<file path="config.mk">
export PLATFORM = sky130hd
export DESIGN_NAME = cpu_flow_core
export DESIGN_NICKNAME = d
export VERILOG_FILES = /design/src/logic/cpu_flow_pkg.sv /design/src/logic/cpu_flow_core.sv /design/src/logic/step_unit.sv
export VERILOG_INCLUDE_DIRS = /design/src /design/src/logic
export SDC_FILE = /design/constraint.sdc
export NUM_CORES = 1
export LEC_CHECK = 0
export ABC_AREA = 1
export BUFFER_PORTS_ARGS = -buffer_cell sky130_fd_sc_hd__buf_2
export CAP_MARGIN = 5
export CELL_PAD_IN_SITES_DETAIL_PLACEMENT = 0
export CELL_PAD_IN_SITES_GLOBAL_PLACEMENT = 1
export CORE_ASPECT_RATIO = 0.9
export CORE_UTILIZATION = 40
export CTS_CLUSTER_SIZE = 20
export DETAILED_ROUTE_END_ITERATION = 12
export PLACE_DENSITY_LB_ADDON = 0.1
export SLEW_MARGIN = 20
export SYNTH_ARGS = -nofsm -noshare
export SYNTH_HDL_FRONTEND = slang
export SYNTH_SLANG_ARGS = --single-unit
</file>
<file path="constraint.sdc">
create_clock -name clock_i -period 3.2 [get_ports clock_i]
set_input_delay 0.16 -clock clock_i [delete_from_list [all_inputs] [get_ports clock_i]]
set_output_delay 0.16 -clock clock_i [all_outputs]
set_load 0.02 [all_outputs]
</file>
<file path="src/logic/cpu_flow_consts.svh">
// Purpose: Constants shared by the flow and system control core.
// Assumes: Included by its bare name; definitions only.
// Notes: Opcode values are the encoding of this core's own instruction word.
`ifndef CPU_FLOW_CONSTS_SVH
`define CPU_FLOW_CONSTS_SVH

// ----------------------------------------------------------------------
// Instruction word layout
// ----------------------------------------------------------------------
`define INSTR_W 16
`define OP_MSB 15
`define OP_LSB 12
`define IMM_MSB 7

// ----------------------------------------------------------------------
// Opcodes
// ----------------------------------------------------------------------
`define OP_NOP 4'h0
`define OP_DEC_SKIP_ACC 4'h1
`define OP_INC_SKIP_MEM 4'h2
`define OP_DEC_SKIP_MEM 4'h3
`define OP_CALL 4'h4
`define OP_JUMP 4'h5
`define OP_RET_VALUE 4'h6
`define OP_RET 4'h7
`define OP_RET_INT 4'h8
`define OP_PC_ADD 4'h9
`define OP_INT_ON 4'ha
`define OP_INT_OFF 4'hb
`define OP_HALT_SYS 4'hc
`define OP_HALT_CORE 4'hd
`define OP_SOFT_RESET 4'he
`define OP_WDT_CLEAR 4'hf

// ----------------------------------------------------------------------
// Reset values and steps
// ----------------------------------------------------------------------
`define ACC_RST 8'h00
`define GIE_RST 1'b0
`define STACK_STEP 2

`endif

</file>
<file path="src/logic/cpu_flow_pkg.sv">
// Purpose: Types of the flow and system control core.
// Assumes: cpu_flow_consts.svh holds the encodings.
// Notes: None.
`default_nettype none
`include "cpu_flow_consts.svh"

package cpu_flow_pkg;

    typedef enum logic [3:0] {
        op_nop = `OP_NOP,
        op_dec_skip_acc = `OP_DEC_SKIP_ACC,
        op_inc_skip_mem = `OP_INC_SKIP_MEM,
        op_dec_skip_mem = `OP_DEC_SKIP_MEM,
        op_call = `OP_CALL,
        op_jump = `OP_JUMP,
        op_ret_value = `OP_RET_VALUE,
        op_ret = `OP_RET,
        op_ret_int = `OP_RET_INT,
        op_pc_add = `OP_PC_ADD,
        op_int_on = `OP_INT_ON,
        op_int_off = `OP_INT_OFF,
        op_halt_sys = `OP_HALT_SYS,
        op_halt_core = `OP_HALT_CORE,
        op_soft_reset = `OP_SOFT_RESET,
        op_wdt_clear = `OP_WDT_CLEAR
    } op_t;

    typedef enum logic [1:0] {
        st_run = 2'b00,
        st_halt_sys = 2'b01,
        st_halt_core = 2'b10
    } core_state_t;

endpackage : cpu_flow_pkg

`default_nettype wire

</file>
<file path="src/logic/cpu_flow_core.sv">
// Purpose: Executes the skip, call, return, jump and system control instructions.
// Assumes: Program, data and stack memories answer combinationally to the registered addresses.
// Notes: One instruction cycle is two clocks: fetch phase, then execute phase.
// Functional notes
// - Decrement accumulator, skip when zero, set flags.
// - Increment memory byte, write back, skip zero.
// - Decrement memory byte, write back, skip zero.
// - Call pushes next address, jumps, stack plus two.
// - Jump reaches any program address, flags kept.
// - Return with value loads accumulator, then returns.
// - Return drops stack by two, pops counter.
// - Interrupt return also sets global enable.
// - Computed jump adds unsigned accumulator to counter.
// - Interrupt-on instruction sets global enable.
// - Interrupt-off instruction clears global enable.
// - Full halt stops system clocks and oscillators.
// - Core halt gates core clock, oscillators run.
// - Software reset equals a hardware reset.
// - Watchdog restart clears the watchdog count.
// - Control transfers take two instruction cycles.
// - Skips take two cycles taken, one otherwise.
`timescale 1ns/10ps
`default_nettype none
`include "cpu_flow_consts.svh"

module cpu_flow_core
    import cpu_flow_pkg::*;
#(
    parameter int PC_W = 12,
    parameter int SP_W = 8,
    parameter int DA_W = 8
) (
    input wire logic clock_i,
    input wire logic reset_n_i,
    output logic [PC_W-1:0] pmem_addr_o,
    input wire logic [`INSTR_W-1:0] instr_i,
    output logic [DA_W-1:0] dmem_addr_o,
    input wire logic [7:0] dmem_rdata_i,
    output logic [7:0] dmem_wdata_o,
    output logic dmem_we_o,
    output logic [SP_W-1:0] stack_addr_o,
    input wire logic [15:0] stack_rdata_i,
    output logic [15:0] stack_wdata_o,
    output logic stack_we_o,
    input wire logic wake_i,
    output logic [7:0] acc_o,
    output logic zero_flag_o,
    output logic carry_flag_o,
    output logic auxiliary_carry_flag_o,
    output logic overflow_flag_o,
    output logic int_enable_o,
    output logic sys_clock_stop_o,
    output logic core_clock_stop_o,
    output logic soft_reset_o,
    output logic wdt_clear_o
);
    // ------------------------------------------------------------------
    // State
    // ------------------------------------------------------------------
    core_state_t state, next_state;
    logic phase, next_phase;
    logic bubble, next_bubble;
    logic [`INSTR_W-1:0] instr, next_instr;
    logic [PC_W-1:0] pc, next_pc;
    logic [SP_W-1:0] sp, next_sp;
    logic [7:0] acc, next_acc;
    logic zf, cf, acf, ovf, next_zf, next_cf, next_acf, next_ovf;
    logic gie, next_gie;
    logic [DA_W-1:0] dmem_addr, next_dmem_addr;
    logic [7:0] dmem_wdata, next_dmem_wdata;
    logic dmem_we, next_dmem_we;
    logic [SP_W-1:0] stack_addr, next_stack_addr;
    logic [15:0] stack_wdata, next_stack_wdata;
    logic stack_we, next_stack_we;
    logic sys_stop, next_sys_stop, core_stop, next_core_stop;
    logic soft_reset, next_soft_reset, wdt_clear, next_wdt_clear;

    op_t op, fetch_op;
    logic exec;
    logic [7:0] step_result;
    logic step_zero, step_carry, step_aux, step_ovf;

    assign op = op_t'(instr[`OP_MSB:`OP_LSB]);
    assign fetch_op = op_t'(instr_i[`OP_MSB:`OP_LSB]);
    assign exec = (state == st_run) && phase && !bubble;

    step_unit u_step (
        .value_i(op == op_dec_skip_acc ? acc : dmem_rdata_i),
        .dec_i(op != op_inc_skip_mem),
        .result_o(step_result),
        .zero_o(step_zero),
        .carry_o(step_carry),
        .aux_carry_o(step_aux),
        .overflow_o(step_ovf)
    );

    // ------------------------------------------------------------------
    // Next-state logic
    // ------------------------------------------------------------------
    always_comb begin
        next_state = state;
        next_phase = phase;
        next_bubble = bubble;
        next_instr = instr;
        next_pc = pc;
        next_sp = sp;
        next_acc = acc;
        next_zf = zf;
        next_cf = cf;
        next_acf = acf;
        next_ovf = ovf;
        next_gie = gie;
        next_dmem_addr = dmem_addr;
        next_dmem_wdata = dmem_wdata;
        next_dmem_we = 1'b0;
        next_stack_addr = stack_addr;
        next_stack_wdata = stack_wdata;
        next_stack_we = 1'b0;
        next_sys_stop = sys_stop;
        next_core_stop = core_stop;
        next_soft_reset = 1'b0;
        next_wdt_clear = 1'b0;
        case (state)
            st_run: begin
                next_phase = !phase;
                if (!phase) begin
                    // A bubble fetch is thrown away so its addresses never drive memory.
                    if (!bubble) begin
                        next_instr = instr_i;
                        next_dmem_addr = instr_i[DA_W-1:0];
                        if (fetch_op == op_ret || fetch_op == op_ret_value || fetch_op == op_ret_int) begin
                            next_stack_addr = sp - SP_W'(`STACK_STEP);
                        end else begin
                            next_stack_addr = sp;
                        end
                    end
                end else if (bubble) begin
                    next_bubble = 1'b0;
                end else begin
                    next_pc = pc + PC_W'(1);
                    case (op)
                        op_dec_skip_acc, op_inc_skip_mem, op_dec_skip_mem: begin
                            if (op == op_dec_skip_acc) begin
                                next_acc = step_result;
                            end else begin
                                next_dmem_wdata = step_result;
                                next_dmem_we = 1'b1;
                            end
                            next_zf = step_zero;
                            next_cf = step_carry;
                            next_acf = step_aux;
                            next_ovf = step_ovf;
                            if (step_zero) begin
                                next_pc = pc + PC_W'(2);
                                next_bubble = 1'b1;
                            end
                        end
                        op_call: begin
                            next_stack_wdata = 16'(pc + PC_W'(1));
                            next_stack_we = 1'b1;
                            next_sp = sp + SP_W'(`STACK_STEP);
                            next_pc = instr[PC_W-1:0];
                            next_bubble = 1'b1;
                        end
                        op_jump: begin
                            next_pc = instr[PC_W-1:0];
                            next_bubble = 1'b1;
                        end
                        op_ret_value, op_ret, op_ret_int: begin
                            if (op == op_ret_value) begin
                                next_acc = instr[`IMM_MSB:0];
                            end
                            if (op == op_ret_int) begin
                                next_gie = 1'b1;
                            end
                            next_sp = sp - SP_W'(`STACK_STEP);
                            next_pc = stack_rdata_i[PC_W-1:0];
                            next_bubble = 1'b1;
                        end
                        op_pc_add: begin
                            next_pc = pc + PC_W'(acc);
                            next_bubble = 1'b1;
                        end
                        op_int_on: next_gie = 1'b1;
                        op_int_off: next_gie = 1'b0;
                        op_halt_sys: begin
                            next_state = st_halt_sys;
                            next_sys_stop = 1'b1;
                        end
                        op_halt_core: begin
                            next_state = st_halt_core;
                            next_core_stop = 1'b1;
                        end
                        op_wdt_clear: next_wdt_clear = 1'b1;
                        default: begin
                        end
                    endcase
                end
            end
            st_halt_sys, st_halt_core: begin
                if (wake_i) begin
                    next_state = st_run;
                    next_sys_stop = 1'b0;
                    next_core_stop = 1'b0;
                end
            end
            default: next_state = st_run;
        endcase
        // Software reset restores every register except the soft_reset strobe, which it sets, to its power-up value.
        if (exec && op == op_soft_reset) begin
            next_state = st_run;
            next_phase = 1'b0;
            next_bubble = 1'b0;
            next_instr = '0;
            next_pc = '0;
            next_sp = '0;
            next_acc = `ACC_RST;
            next_zf = 1'b0;
            next_cf = 1'b0;
            next_acf = 1'b0;
            next_ovf = 1'b0;
            next_gie = `GIE_RST;
            next_dmem_addr = '0;
            next_dmem_wdata = 8'h00;
            next_stack_addr = '0;
            next_stack_wdata = 16'h0000;
            next_soft_reset = 1'b1;
        end
    end

    // ------------------------------------------------------------------
    // Registers
    // ------------------------------------------------------------------
    always_ff @(posedge clock_i or negedge reset_n_i) begin
        if (!reset_n_i) begin
            state <= st_run;
            phase <= 1'b0;
            bubble <= 1'b0;
            instr <= '0;
            pc <= '0;
            sp <= '0;
            acc <= `ACC_RST;
            zf <= 1'b0;
            cf <= 1'b0;
            acf <= 1'b0;
            ovf <= 1'b0;
            gie <= `GIE_RST;
            dmem_addr <= '0;
            dmem_wdata <= 8'h00;
            dmem_we <= 1'b0;
            stack_addr <= '0;
            stack_wdata <= 16'h0000;
            stack_we <= 1'b0;
            sys_stop <= 1'b0;
            core_stop <= 1'b0;
            soft_reset <= 1'b0;
            wdt_clear <= 1'b0;
        end else begin
            state <= next_state;
            phase <= next_phase;
            bubble <= next_bubble;
            instr <= next_instr;
            pc <= next_pc;
            sp <= next_sp;
            acc <= next_acc;
            zf <= next_zf;
            cf <= next_cf;
            acf <= next_acf;
            ovf <= next_ovf;
            gie <= next_gie;
            dmem_addr <= next_dmem_addr;
            dmem_wdata <= next_dmem_wdata;
            dmem_we <= next_dmem_we;
            stack_addr <= next_stack_addr;
            stack_wdata <= next_stack_wdata;
            stack_we <= next_stack_we;
            sys_stop <= next_sys_stop;
            core_stop <= next_core_stop;
            soft_reset <= next_soft_reset;
            wdt_clear <= next_wdt_clear;
        end
    end

    assign pmem_addr_o = pc;
    assign dmem_addr_o = dmem_addr;
    assign dmem_wdata_o = dmem_wdata;
    assign dmem_we_o = dmem_we;
    assign stack_addr_o = stack_addr;
    assign stack_wdata_o = stack_wdata;
    assign stack_we_o = stack_we;
    assign acc_o = acc;
    assign zero_flag_o = zf;
    assign carry_flag_o = cf;
    assign auxiliary_carry_flag_o = acf;
    assign overflow_flag_o = ovf;
    assign int_enable_o = gie;
    assign sys_clock_stop_o = sys_stop;
    assign core_clock_stop_o = core_stop;
    assign soft_reset_o = soft_reset;
    assign wdt_clear_o = wdt_clear;
endmodule : cpu_flow_core

`default_nettype wire

</file>
<file path="src/logic/step_unit.sv">
// Purpose: Add or subtract one on a byte and derive the four arithmetic flags.
// Assumes: Purely combinational; the caller registers the results.
// Notes: Carry is the borrow when decrementing.
`timescale 1ns/10ps
`default_nettype none

module step_unit (
    input wire logic [7:0] value_i,
    input wire logic dec_i,
    output logic [7:0] result_o,
    output logic zero_o,
    output logic carry_o,
    output logic aux_carry_o,
    output logic overflow_o
);
    always_comb begin
        if (dec_i) begin
            result_o = value_i - 8'h01;
            carry_o = (value_i == 8'h00);
            aux_carry_o = (value_i[3:0] == 4'h0);
            overflow_o = (value_i == 8'h80);
        end else begin
            result_o = value_i + 8'h01;
            carry_o = (value_i == 8'hff);
            aux_carry_o = (value_i[3:0] == 4'hf);
            overflow_o = (value_i == 8'h7f);
        end
        zero_o = (result_o == 8'h00);
    end
endmodule : step_unit

`default_nettype wire

</file>
==> impl_metrics.ini <==
[clock_tree]
insertion_delay_ns = 0.35
htree_levels = 3
clock-root-buffer = clkbuf_16
postCtsSetupBuffers = 0
clockBufferDepth = 2
clk_pin_slew_ns = 0.06
numCtsBuffers = 9
cts_sinks = 87
cts_tree = done

[cells_and_area]
fin_nets = 995
layout.cells.non_filler = 1133
syn2layout_area_growth_pct = 17.89
n_antenna_cell = 0
drive_gt1_share_pct = 19.36
layout_commonest_cell = nand2_1
final_cell_mix = 229 x nand2_1, 105 x buf_2, 93 x inv_1

[global_route]
grt.overflow.total = 0
grtUsageTotal_pct = 24.75
antenna_found_initial = 0
grt_max_degree = 67
grt_pass1_vias = 5580
grt_pass1_wl_mm = 29.20

[logic_synthesis]
yosysSeqAreaShare_pct = 36.84
synth_edf_count = 0
syn_area_sq_um = 5909
synth_ff_type = dfrtp_1
syn_avg_cell_area_sq_um = 7.154
yosys.cell_types.count = 49
ys_ff_latch = 87
synth_top_area_cell = dfrtp_1
yosysWarnings = 0
synthArstFlopShare_pct = 100.0
syn-instance-count = 826
ys_top_cells_by_area = dfrtp_1 37%, nand2_1 15%, nand3_1 7.0%, o21ai_0 6.2%, inv_1 5.9%
synth_top_area_share_pct = 36.84

[sta]
worstMarginPinSlew_ns = 0.8947
skew_ns = 0.005358
finalSetupViolations = 0
rsz0062_at_grt = no
max_freq_mhz = 356.5
fin_tns_setup_ns = 0
finalMaxSlewViolations = 0
maxSlewHeadroom_pct = 40.36
fin_crit_sh_pct = 87.66
finalCriticalPeriod_ns = 2.805
hold_violations = 0

[power_and_ir_drop]
p_sw_share_pct = 52.76
peakVddDrop_v = 0.0004908
p_seq_share_pct = 25.9
p_int_uw = 3836
clock_power_share_pct = 12.2
powerDensity_nw_per_um2 = 1165
comb_power_share_pct = 61.9
power.leakage_uw = 0.003595
p_sw_uw = 4284

[worst_setup_path]
required_ns = 3.44
crit_arrival_ns = 3.04
crit_path_start_kind = flop
cp-end-kind = flop
crit_type = reg -> reg
crit_fanout = 10

[route]
wl_per_cell_um = 15.93
avgViaCountPerCell = 5.182
via_count = 5871
drt_iter0_drc = 349
firstDrtPassIters = 5
drt-total-wl_mm = 18.05
drc = 0
ant_nets = 0

[placement]
port-buffer-count = 106
place_inst = 1116
gp_congestion = 0.9132
place_hpwl_mm = 13.88

[floorplanning]
num_io_pins = 114
core_sq_um = 14210
rows = 41
die_area_sq_um = 15260
die_y_um = 117.3
initial_utilization_pct = 41.59
fp.dieW_um = 130.1

[run]
maxCapViolCount = 0

[hold_path]
min_path_type = in -> reg

[outcome]
status = completed
==> final cells by class <==
cell class	count	area (sq um)
Multi-Input combinational cell	601	3142
Clock inverter	5	33.78
Sequential cell	87	2178
Inverter	102	382.9
Clock buffer	11	242.7
Timing Repair Buffer	134	745.7
Tap cell	193	241.5
Fill cell	1476	7243
==> what timing repair did <==
item,in CTS,in global routing
endpoints found under the setup margin,0,2
gates resized for setup,0,2
hold endpoints to repair,64,0
hold buffers,1,0
==> cell usage after synthesis, types with 2 or more instances <==
library cell,count
nor3_1,10
o21ai_0,73
nand3_2,2
o21ai_2,2
nand4_1,6
inv_1,93
nand2_1,230
buf_2,3
clkinv_1,2
o31ai_1,3
nor2_1,43
dfrtp_1,87
nor2_4,2
o2111ai_1,4
a221oi_1,7
xor2_1,24
a31oi_1,3
a21oi_1,31
a211oi_1,2
inv_2,7
o21ai_1,5
buf_4,12
ha_1,16
o22ai_1,12
o211ai_1,3
nand2_2,8
nand3_1,83
nor2_2,3
clkbuf_1,19
xnor2_1,10
buf_6,3
==> worst max-delay path: stages (launching register included) <==
cell     delay, ns
dfrtp_1       0.45
nor2_4        0.22
buf_4         0.19
nand3_1       0.11
nand3_2       0.12
and2_4        0.16
ha_1          0.13
inv_1         0.04
nand2_1       0.10
nand3_1       0.13
nand2_1       0.09
nand2_1       0.05
nand2_1       0.14
inv_2         0.07
nor2_2        0.13
buf_4         0.20
nand3_1       0.09
nand3_1       0.08
nand2_1       0.06
nand2_1       0.07
nand2_1       0.05
==> sequential cells by signal, indices dropped and copies added (netlist names), 2 cells and up <==
| name | flops |
|---|---|
| instr | 16 |
| stack_wdata_o | 13 |
| pmem_addr_o | 12 |
| acc_o | 8 |
| dmem_wdata_o | 8 |
| stack_addr_o | 8 |
| sp | 7 |
| state | 2 |
==> through the flow <==
stage | hold WS, ns | worst slack (ns) | area (sq um) | power, uW | utilization [%]
2_1_floorplan | -0.1356 | 0.7054 | 5917 | 5567 | -
3_3_place_gp | 0.3367 | 0.3421 | 6676 | 7026 | 46.98
3_5_place_dp | 0.3431 | 0.3173 | 6676 | 7100 | 46.98
4_1_cts | 0.02586 | 0.3008 | 6963 | 8131 | 49.00
5_1_grt | 0.04192 | 0.04471 | 6967 | 8871 | 49.03
6_report | 0.03412 | 0.3948 | 6967 | 8119 | 49.03
==> final timing paths <==
| kind | startpoint | endpoint | slack [ns] | cells past startpoint |
|---|---|---|---|---|
| min in group asynchronous | reset_n_i | stack_we_o$_DFF_PN0_ | 0.49 | 2 |
| max | instr[15]$_DFFE_PN0P_ | pmem_addr_o[2]$_DFFE_PN0P_ | 0.39 | 20 |
| min | instr_i[11] | instr[11]$_DFFE_PN0P_ | 0.03 | 3 |
| max in group asynchronous | reset_n_i | dmem_wdata_o[6]$_DFFE_PN0P_ | 1.97 | 3 |
| max reg2reg | instr[15]$_DFFE_PN0P_ | pmem_addr_o[2]$_DFFE_PN0P_ | 0.39 | 20 |
| min reg2reg | zero_flag_o$_DFFE_PN0P_ | zero_flag_o$_DFFE_PN0P_ | 0.48 | 2 |
==> power by group through the flow <==
stage               sequential [uW]  combinational, uW  clock [uW]
detailed placement             2120               4980           0
global placement               2110               4920           0
finish                         2100               5030         992
floorplan                      2330               3230           0
global route                   2180               5640        1060
CTS                            2100               5010        1020
==> logic make-up after synthesis <==
kind of cell / share of synthesized area, %
AO/OA/AOI/OAI: 14.76
XOR/XNOR: 5.039
adder cells (fa/ha/maj): 3.726
buffers and inverters: 10.16
flip-flops: 36.84
other: 0.06346
AND/OR/NAND/NOR: 29.41
==> routing by layer <==
| metal | vias up | global-route usage [%] | wire length, um |
|---|---|---|---|
| met5 | - | 0 | 0 |
| met4 | 0 | 8.430 | 347 |
| met3 | 27 | 4.060 | 991 |
| met1 | 2751 | 34.57 | 8461 |
| li1 | 2906 | - | - |
| met2 | 187 | 38.40 | 8253 |
No activity file was read; power rests on OpenSTA's default activity.
